<file path="src/design/cms_pkg.sv">
// Constants shared by the message object status and identifier tag block.
// Assumes an 8-bit special-function-register bus with byte addresses.
package cms_pkg;
	localparam int         NUM_OBJ        = 15;
	localparam int         OBJ_W          = 4;
	localparam int         LEN_W          = 4;
	localparam logic [7:0] ADDR_STATUS    = 8'hB2;
	localparam logic [7:0] ADDR_TAG_HIGH  = 8'hBC;
	localparam logic [7:0] ADDR_TAG_LOW   = 8'hBD;
	localparam logic [7:0] ADDR_TAG_UNUSED = 8'hBE;
	localparam int         BIT_LEN_WARN   = 7;
	localparam int         BIT_TX_DONE    = 6;
	localparam int         BIT_RX_DONE    = 5;
	localparam int         BIT_MISMATCH   = 4;
	localparam int         BIT_STUFF      = 3;
	localparam int         BIT_CHECKSUM   = 2;
	localparam int         BIT_FORM       = 1;
	localparam int         BIT_ACK        = 0;
	localparam logic [7:0] STATUS_RESET   = 8'h00;
	localparam logic [7:0] TAG_LOW_STD_MASK = 8'hE0;
	localparam logic [7:0] READ_FILL      = 8'h00;
	localparam logic       LEVEL_RECESSIVE = 1'b1;
endpackage : cms_pkg

</file>
<file path="src/design/cms_lowest_first.sv">
// Picks the lowest set bit of a request vector.
// Assumes requests come from logic on the same clock.
`timescale 1ns/1ps
`default_nettype none
module cms_lowest_first #(
	parameter int N = 15,
	parameter int W = 4
) (
	input  wire logic [N-1:0] request,
	output logic              found,
	output logic [W-1:0]      index
);
	always_comb begin
		found = 1'b0;
		index = '0;
		for (int i = N - 1; i >= 0; i--) begin
			if (request[i]) begin
				found = 1'b1;
				index = W'(i);
			end
		end
	end
endmodule : cms_lowest_first
`default_nettype wire

</file>
<file path="src/design/cms_obj_status.sv">
// Per-object status flags and standard identifier tags on the SFR bus.
// Assumes the protocol engine and page register run on clk_sys.
// Functional notes
// - Status byte of the page-selected object sits at address B2h.
// - Transmit-done flag, bit 6, sets when an enabled transmission completes.
// - Among pending transmitters the lowest index object is sent first.
// - Receive-done flag, bit 5, sets when an enabled reception completes.
// - On several receive hits only the lowest index object is updated.
// - Bit-mismatch flag, bit 4, sets on readback difference, transmit only.
// - No mismatch for dominant readback in arbitration, ack slot, error frame.
// - Any newly set transmit, receive or error flag raises an event.
// - Tag register at BCh holds identifier bits 10 to 3, MSB first.
// - Tag register at BDh holds identifier bits 2 to 0 in bits 7-5.
// - Register at BEh is reserved in standard format.
// - Tag registers are not initialised at reset; software writes them.
// - Standard tag layout applies while the extended-format select is 0.
`timescale 1ns/1ps
`default_nettype none
module cms_obj_status #(
	parameter int NUM_OBJ = cms_pkg::NUM_OBJ,
	parameter int OBJ_W   = cms_pkg::OBJ_W,
	parameter int LEN_W   = cms_pkg::LEN_W
) (
	input  wire logic                     clk_sys,
	input  wire logic                     srst,
	input  wire logic [7:0]               sfrAddr,
	input  wire logic                     sfrWrEn,
	input  wire logic                     sfrRdEn,
	input  wire logic [7:0]               sfrWrData,
	output logic      [7:0]               sfrRdData,
	input  wire logic [OBJ_W-1:0]         objectSelect,
	input  wire logic [NUM_OBJ-1:0]       extendedFormatSelect,
	input  wire logic [NUM_OBJ*LEN_W-1:0] lengthCode,
	input  wire logic [NUM_OBJ-1:0]       txPending,
	output logic                          txFound,
	output logic      [OBJ_W-1:0]         txObject,
	input  wire logic                     txDone,
	input  wire logic [NUM_OBJ-1:0]       rxHit,
	input  wire logic                     rxDone,
	input  wire logic [LEN_W-1:0]         rxLength,
	output logic                          rxFound,
	output logic      [OBJ_W-1:0]         rxObject,
	input  wire logic [OBJ_W-1:0]         errObject,
	input  wire logic                     txActive,
	input  wire logic                     bitSample,
	input  wire logic                     drivenLevel,
	input  wire logic                     busLevel,
	input  wire logic                     inArbitration,
	input  wire logic                     inAckSlot,
	input  wire logic                     inErrorFrame,
	input  wire logic                     stuffFault,
	input  wire logic                     checksumFault,
	input  wire logic                     formFault,
	input  wire logic                     ackMissing,
	output logic                          statusEvent
);
	// ****************************************************************
	// Priority selection
	// ****************************************************************
	cms_lowest_first #(.N(NUM_OBJ), .W(OBJ_W)) txPick (
		.request (txPending),
		.found   (txFound),
		.index   (txObject)
	);

	cms_lowest_first #(.N(NUM_OBJ), .W(OBJ_W)) rxPick (
		.request (rxHit),
		.found   (rxFound),
		.index   (rxObject)
	);

	// ****************************************************************
	// Storage
	// ****************************************************************
	logic [7:0] status     [NUM_OBJ];
	logic [7:0] next_status[NUM_OBJ];
	logic [7:0] tagHigh    [NUM_OBJ];
	logic [7:0] tagLow     [NUM_OBJ];
	logic [7:0] tagExtra   [NUM_OBJ];
	logic [7:0] next_tagHigh;
	logic [7:0] next_tagLow;
	logic [7:0] next_tagExtra;
	logic [7:0] next_sfrRdData;
	logic       next_statusEvent;
	logic       selValid;
	logic       bitMismatch;
	logic       mismatchExcused;

	function automatic logic [LEN_W-1:0] progLength(input int i);
		progLength = lengthCode[i*LEN_W +: LEN_W];
	endfunction : progLength

	function automatic logic writeTo(input logic [7:0] addr);
		writeTo = sfrWrEn && selValid && (sfrAddr == addr);
	endfunction : writeTo

	assign selValid = (int'(objectSelect) < NUM_OBJ);

	// A recessive bit overwritten by a dominant one is legal in arbitration
	// and the ack slot, and error frames may be overdriven by other nodes.
	assign mismatchExcused = inErrorFrame ||
		((drivenLevel == cms_pkg::LEVEL_RECESSIVE) &&
		 (inArbitration || inAckSlot));
	assign bitMismatch = txActive && bitSample &&
		(drivenLevel != busLevel) && !mismatchExcused;

	// ****************************************************************
	// Next values
	// ****************************************************************
	always_comb begin
		logic [7:0] setBits;
		logic [7:0] base;
		logic       anySet;
		setBits = '0;
		base = '0;
		anySet = 1'b0;
		for (int i = 0; i < NUM_OBJ; i++) begin
			setBits = '0;
			if (txDone && txFound && (int'(txObject) == i)) begin
				setBits[cms_pkg::BIT_TX_DONE] = 1'b1;
			end
			if (rxDone && rxFound && (int'(rxObject) == i)) begin
				setBits[cms_pkg::BIT_RX_DONE] = 1'b1;
				if (rxLength != progLength(i)) begin
					setBits[cms_pkg::BIT_LEN_WARN] = 1'b1;
				end
			end
			if (int'(errObject) == i) begin
				setBits[cms_pkg::BIT_MISMATCH] = bitMismatch;
				setBits[cms_pkg::BIT_STUFF]    = stuffFault;
				setBits[cms_pkg::BIT_CHECKSUM] = checksumFault;
				setBits[cms_pkg::BIT_FORM]     = formFault;
				setBits[cms_pkg::BIT_ACK]      = ackMissing;
			end
			base = status[i];
			if (writeTo(cms_pkg::ADDR_STATUS) &&
			    (int'(objectSelect) == i)) begin
				base = sfrWrData;
			end
			// Hardware set wins over a software clear in the same cycle.
			next_status[i] = base | setBits;
			if (|(setBits & ~status[i])) begin
				anySet = 1'b1;
			end
		end
		next_statusEvent = anySet;
	end

	always_comb begin
		next_tagHigh  = selValid ? tagHigh[objectSelect]  : '0;
		next_tagLow   = selValid ? tagLow[objectSelect]   : '0;
		next_tagExtra = selValid ? tagExtra[objectSelect] : '0;
		if (writeTo(cms_pkg::ADDR_TAG_HIGH)) begin
			next_tagHigh = sfrWrData;
		end
		if (writeTo(cms_pkg::ADDR_TAG_LOW)) begin
			next_tagLow = sfrWrData;
		end
		if (writeTo(cms_pkg::ADDR_TAG_UNUSED)) begin
			next_tagExtra = sfrWrData;
		end
	end

	always_comb begin
		next_sfrRdData = cms_pkg::READ_FILL;
		if (sfrRdEn && selValid) begin
			unique case (sfrAddr)
				cms_pkg::ADDR_STATUS: begin
					next_sfrRdData = status[objectSelect];
				end
				cms_pkg::ADDR_TAG_HIGH: begin
					next_sfrRdData = tagHigh[objectSelect];
				end
				cms_pkg::ADDR_TAG_LOW: begin
					// Reserved low bits read as zero in standard format.
					next_sfrRdData = extendedFormatSelect[objectSelect] ?
						tagLow[objectSelect] :
						(tagLow[objectSelect] &
						 cms_pkg::TAG_LOW_STD_MASK);
				end
				cms_pkg::ADDR_TAG_UNUSED: begin
					next_sfrRdData = extendedFormatSelect[objectSelect] ?
						tagExtra[objectSelect] :
						cms_pkg::READ_FILL;
				end
				default: begin
					next_sfrRdData = cms_pkg::READ_FILL;
				end
			endcase
		end
	end

	// ****************************************************************
	// Registers
	// ****************************************************************
	always_ff @(posedge clk_sys) begin
		if (srst) begin
			for (int i = 0; i < NUM_OBJ; i++) begin
				status[i] <= cms_pkg::STATUS_RESET;
			end
			sfrRdData   <= cms_pkg::READ_FILL;
			statusEvent <= 1'b0;
		end else begin
			for (int i = 0; i < NUM_OBJ; i++) begin
				status[i] <= next_status[i];
			end
			sfrRdData   <= next_sfrRdData;
			statusEvent <= next_statusEvent;
		end
	end

	// Tags carry no reset so that they map onto plain storage cells.
	always_ff @(posedge clk_sys) begin
		if (selValid) begin
			tagHigh[objectSelect]  <= next_tagHigh;
			tagLow[objectSelect]   <= next_tagLow;
			tagExtra[objectSelect] <= next_tagExtra;
		end
	end
endmodule : cms_obj_status
`default_nettype wire

</file>
<file path="config.mk">
export PLATFORM = sky130hd
export DESIGN_NAME = cms_obj_status
export DESIGN_NICKNAME = d
export VERILOG_FILES = /design/src/design/cms_pkg.sv /design/src/design/cms_lowest_first.sv /design/src/design/cms_obj_status.sv
export SDC_FILE = /design/constraint.sdc
export NUM_CORES = 1
export LEC_CHECK = 0
export BUFFER_PORTS_ARGS = -buffer_cell sky130_fd_sc_hd__buf_2
export CAP_MARGIN = 20
export CORE_ASPECT_RATIO = 1.75
export CORE_UTILIZATION = 39
export DETAILED_ROUTE_END_ITERATION = 16
export HOLD_SLACK_MARGIN = 0.03
export RECOVER_POWER = 25
export SETUP_SLACK_MARGIN = 0.1
export SYNTH_ARGS = -nofsm -noshare
export SYNTH_HDL_FRONTEND = slang
export SYNTH_HIERARCHICAL = 1
export SYNTH_SLANG_ARGS = --single-unit
</file>
<file path="constraint.sdc">
create_clock -name clk_sys -period 8.5 [get_ports clk_sys]
set_clock_uncertainty 0.15 [all_clocks]
set_input_delay 1.7 -clock clk_sys [delete_from_list [all_inputs] [get_ports clk_sys]]
set_output_delay 1.7 -clock clk_sys [all_outputs]
set_load 0.005 [all_outputs]
</file>
# Word level (Yosys, flattened, before mapping)

Memory sizes are Yosys's and may differ from the RTL's.
Cells that the tools add are included.

Bits in registers: 9
RAM bits: 480
Output and inout port bits: 19
Word-level logic and storage cells: 421
Memories: 4

$lt $le $gt $ge: 2
Equality and inequality tests: 76
Mux-type cells: 196
Bitwise gates (word level): 61
Reductions and logical operators: 80

Memories:

| memory   | depth | width | read ports | clocked after Yosys merged registers in | wr ports | RTL line             | RTL |
|---|---|---|---|---|---|---|---|
| status   | 15    | 8     | 16         | 0                                       | 15       | cms_obj_status.sv:75 | `logic [7:0] status [NUM_OBJ];` |
| tagExtra | 15    | 8     | 1          | 0                                       | 1        | cms_obj_status.sv:79 | `logic [7:0] tagExtra [NUM_OBJ];` |
| tagHigh  | 15    | 8     | 1          | 0                                       | 1        | cms_obj_status.sv:77 | `logic [7:0] tagHigh [NUM_OBJ];` |
| tagLow   | 15    | 8     | 1          | 0                                       | 1        | cms_obj_status.sv:78 | `logic [7:0] tagLow [NUM_OBJ];` |

Operator list:

| cell               | number |
|---|---|
| $mux 8             | 37 |
| $eq 4x4->1 const B | 32 |
| $and 8x8->8        | 15 |
| $mux 4             | 30 |
| $not 8->8          | 15 |
| $or 8x8->8         | 15 |
| $reduce_or 8->1    | 15 |
| $mux 1             | 111 |
| $mux 5             | 16 |
| $eq 4x3->1 const B | 16 |
| $ne 4x4->1         | 15 |
| $logic_and 1x1->1  | 57 |
| $eq 4x2->1 const B | 8 |
| $eq 8x8->1 const B | 4 |
| $pmux 8 s4         | 1 |
| $logic_not 4->1    | 4 |
| $or 1x1->1         | 15 |
| $lt 4x5->1 const B | 1 |
| $bmux 1 s4         | 1 |
| $lt 4x4->1 const B | 1 |
| $logic_or 1x1->1   | 2 |
| $reduce_or 2->1    | 1 |
| $logic_not 1->1    | 1 |
| $ne 1x1->1         | 1 |
| $not 1->1          | 1 |

# Depth between registers and ports, before layout

Word-level depth: 35
Depth in mapped cells: 12
Gate-level depth less buffers: 10

# By module

Netlist, hierarchy kept.

Modules (own cells, without submodules):

| module           | instances | cells each | area each (um^2) | seq. area each (um^2) |
|---|---|---|---|---|
| cms_obj_status   | 1         | 1724       | 22266.4          | 13392.8 |
| cms_lowest_first | 2         | 27         | 160.2            | 0.0 |

# Worst setup path after synthesis

OpenSTA, ideal clock, no wires.

Kind: input-to-reg
From: input port objectSelect[0]
To: memory tagExtra[0][0], enable pin
Library setup time: 466 ps
Arrival time: 4733 ps
Slack: 3152 ps
Stages: 5
Buffers on the path: 4
Path through: buf_6 > buf_8 > buf_4 > buf_2 > nor4_1

Longest elaborated chain between the ends: 3

RTL lines:

| element                      | RTL line              | RTL |
|---|---|---|
| start: declaration           | cms_obj_status.sv:31  | `input wire logic [OBJ_W-1:0] objectSelect,` |
| $lt 4x4->1                   | cms_obj_status.sv:97  | `assign selValid = (int'(objectSelect) < NUM_OBJ);` |
| $mux 1                       | cms_obj_status.sv:214 | `if (selValid) begin` |
| $mux 1 (not written as such) | cms_obj_status.sv:217 | `tagExtra[objectSelect] <= next_tagExtra;` |
| end: declaration             | cms_obj_status.sv:79  |  |

Several ways; a longest one is shown, not always the timed one.

# Worst setup path in the final report

From: input port objectSelect[2]
To: memory tagLow[12][4], enable pin

Longest elaborated chain between the ends: 3

RTL lines:

| element                      | RTL line              | RTL |
|---|---|---|
| $lt 4x4->1                   | cms_obj_status.sv:97  |  |
| $mux 1                       | cms_obj_status.sv:214 |  |
| $mux 1 (not written as such) | cms_obj_status.sv:216 | `tagLow[objectSelect] <= next_tagLow;` |
| end: declaration             | cms_obj_status.sv:78  |  |

Several ways; a longest one is shown, not always the timed one.

==> summary.md <==
| Metric | Value |
|---|---|
| EDFF count, synth | 360 |
| Syn Nets | between 1500 and 2000 |
| Worst r2r path cells | 5 |
| Arr. time, crit path | 5.89 ns |
| CP endpoint kind | register |
| Gr usage total | 25.32% |
| First-pass DRT Iterations | 7 |
| Worst skew pair latency | 0.58 ns |
| Iter 0 DRT Violations | 1818 |
| Fin nets | 2066 |
| Largest net degree at the start of global routing | 78 |
| Total number of H-tree levels | 2 |
| Post-layout instance area | 25720 µm² |
| Hold-fix buffers, CTS | 0 |
| Reg2reg end | statusEvent$_SDFF_PP0_ |
| CTS tree | yes |
| Worst setup path startpoint | objectSelect[2] |
| Routed Antenna Nets | 0 |
| Vias per Instance | 6.057 |
| Total CTS buffers | 44 |
| Min-delay worst type | reg2reg |
| Register-to-register setup slack | around 5.7 ns |
| Die height | 320.4 µm |
| Starting Density | between 30% and 40% |
| Placer Congestion | 1.010 |
| RSZ-0062 raised after global routing | no |
| Post-synthesis cell area | about 23000 µm² |
| Post-synthesis sequential area ratio | 59.30% |
| WP data required | approximately 8.5 ns |
| Top FF cell, synth | edfxtp_1 |
| Initial antenna violation count | 1 |
| Worst Setup EP | tagLow[12][4]$_DFFE_PP_ |
| Grt total ovfl | 0 |
| Relative slew slack | -122.5% |
| Max_cap viols | 9 |
| FF-to-FF Start | status[9][4]$_SDFF_PP0_ |
| First-pass GRT wire length | 107600 µm |
| Unique masters post-synth | a little under 70 |
| Post-CTS Resized | 0 |
| Yosys Warn Count | 6 |
| Layout area overhead | 13.87% |
| Crit start category | input pin |
| Most frequent cells in the layout | nand2_1, edfxtp_1, buf_2 |
| Placed Area | 24230 µm² |
| Number of I/O pins | roughly 170 |
| Critical path class | in2reg |
| PD cells | 204.4 nW/µm² |
| DIE AREA | 58920 µm² |
| Tightest Pin Transition | roughly 3.3 ns |
| Core area | roughly 57000 µm² |
| Share of cells above drive strength 1 | 21.37% |
| Clock slew at the register clock pins of the worst setup and hold paths | 0.06 ns |
| Max Root-Sink Buffers | 3 |
| Hold Vio Cnt, Final | 0 |
| Status | complete, but fails checks |
| Number of remaining DRC errors | 0 |
| Hpwl dp | 49190 µm |
| Min Clock Period, post-route | 5.890 ns |
| Setup Fix Bufs, Post-CTS | 0 |
| Post-Synthesis Cells | about 1800 |
| Setup Slack @ Placement | around 3.4 ns |
| Clock Sinks | 489 |
| Final setup vio count | 0 |
| Fin. max-slew vios | 226 |
| Synth area leaders | edfxtp_1, mux4_2, dfxtp_1 |
| DR WL/cell | approximately 28 µm |
| Final worst slack | between 2 and 3 ns |
| Vias in the first global route | 16250 |
| CP max FO | 25 |
| Leak Pwr | 8.207 nW |
| VDD IR max | ~0.13 mV |
| DR vias | 16470 |
| Failing checks | max-capacitance violations, max-slew violations |
| Tcrit/Tclk final | 69.29% |
| Row Count | 116 |
| Hold WS | 0.3421 ns |
| IO Port Bufs | around 170 |
| Achievable Freq | about 170 MHz |
| Clock root cell | clkbuf_16 |
| Synth area leader | edfxtp_1 |
| Flops & latches, synth | 489 |
| Detailed Route WL | 74930 µm |
| Top cell type's share of synthesized area | 47.86% |
| Mean post-synth cell area | around 13 µm² |
| Most common cell after layout, fill and taps aside | nand2_1 |
| Die X | ~180 µm |
| Ys async rst share | 0% |
| Final TNS setup | 0 ns |
-- synth_stat cells, types with 5 or more instances --
master	count
nand2_1	426
edfxtp_1	360
mux4_2	131
dfxtp_1	129
a31oi_1	122
clkbuf_1	74
xnor2_1	60
nor2_1	58
o21ai_0	43
o22ai_1	39
mux2i_1	36
nand3_1	33
a21oi_1	29
buf_2	24
nor3_1	20
nand2b_1	15
a22oi_1	14
nor4_1	14
a41o_1	12
inv_1	12
nor2b_1	11
a22o_1	8
buf_4	7
nor2_2	5
o31ai_1	5
-- where the power goes --
group / total, mW / leakage, nW / internal (mW) / switching, mW
clock network: 2.09 / 0.722 / 1.18 / 0.904
logic: 0.487 / 3.16 / 0.180 / 0.308
registers: 2.68 / 4.33 / 2.66 / 0.0204
-- kinds of logic after synthesis --
group,Yosys count,synth area share (%)
simple gates,633,12.47
flops,489,59.30
compound gates,305,8.758
mux,167,14.66
buf+inv,124,2.493
xor+xnor,60,2.327
-- state kept, by name, summed over array words and instances, names as in the netlist --
| register | cells |
|---|---|
| tagLow | 120 |
| tagExtra | 120 |
| sfrRdData | 8 |
| tagHigh | 120 |
| statusEvent | 1 |
| status | 120 |
-- worst min path at each step --
stage                             startpoint                  endpoint  slack, ns  depth (start not counted)
floorplan           status[11][7]$_SDFF_PP0_  status[11][7]$_SDFF_PP0_       0.31                          2
global placement    status[14][5]$_SDFF_PP0_  status[14][5]$_SDFF_PP0_       0.33                          2
detailed placement  status[10][7]$_SDFF_PP0_  status[10][7]$_SDFF_PP0_       0.33                          2
CTS                 status[10][7]$_SDFF_PP0_  status[10][7]$_SDFF_PP0_       0.34                          2
global route        status[10][7]$_SDFF_PP0_  status[10][7]$_SDFF_PP0_       0.36                          2
finish              status[10][7]$_SDFF_PP0_  status[10][7]$_SDFF_PP0_       0.34                          2
-- worst max-delay path: stages --
cell and delay (ns):
clkbuf_1 1.52, nand2_1 0.65, nor3_1 0.32, clkbuf_1 1.62
-- through the flow --
stage	utilization [%]	total power, mW	std cells
floorplan	-	3.031	1778
global placement	42.36	3.201	2629
detailed placement	42.38	3.212	2630
CTS	44.99	5.273	2711
global route	44.97	5.393	2719
finish	44.97	5.256	2719
-- metal layers --
metal | up-vias | global-route usage [%] | wire, µm
li1 | 7080 | - | -
met3 | 271 | 3.758 | 4972
met2 | 918 | 44.65 | 38210
met5 | - | 0 | 0
met4 | 0 | 17.96 | 5829
met1 | 8200 | 27.57 | 25910
-- area by class of cell --
class | count | area (µm²)
Fill cell | 5222 | 31470
Timing Repair Buffer | 204 | 1110
Antenna cell | 1 | 2.502
Inverter | 12 | 45.04
Multi-Input combinational cell | 1165 | 8717
Sequential cell | 489 | 13390
Clock buffer | 55 | 1152
Tap cell | 767 | 959.7
Clock inverter | 26 | 339.1
Note: power is estimated with default switching activity, not from simulation.
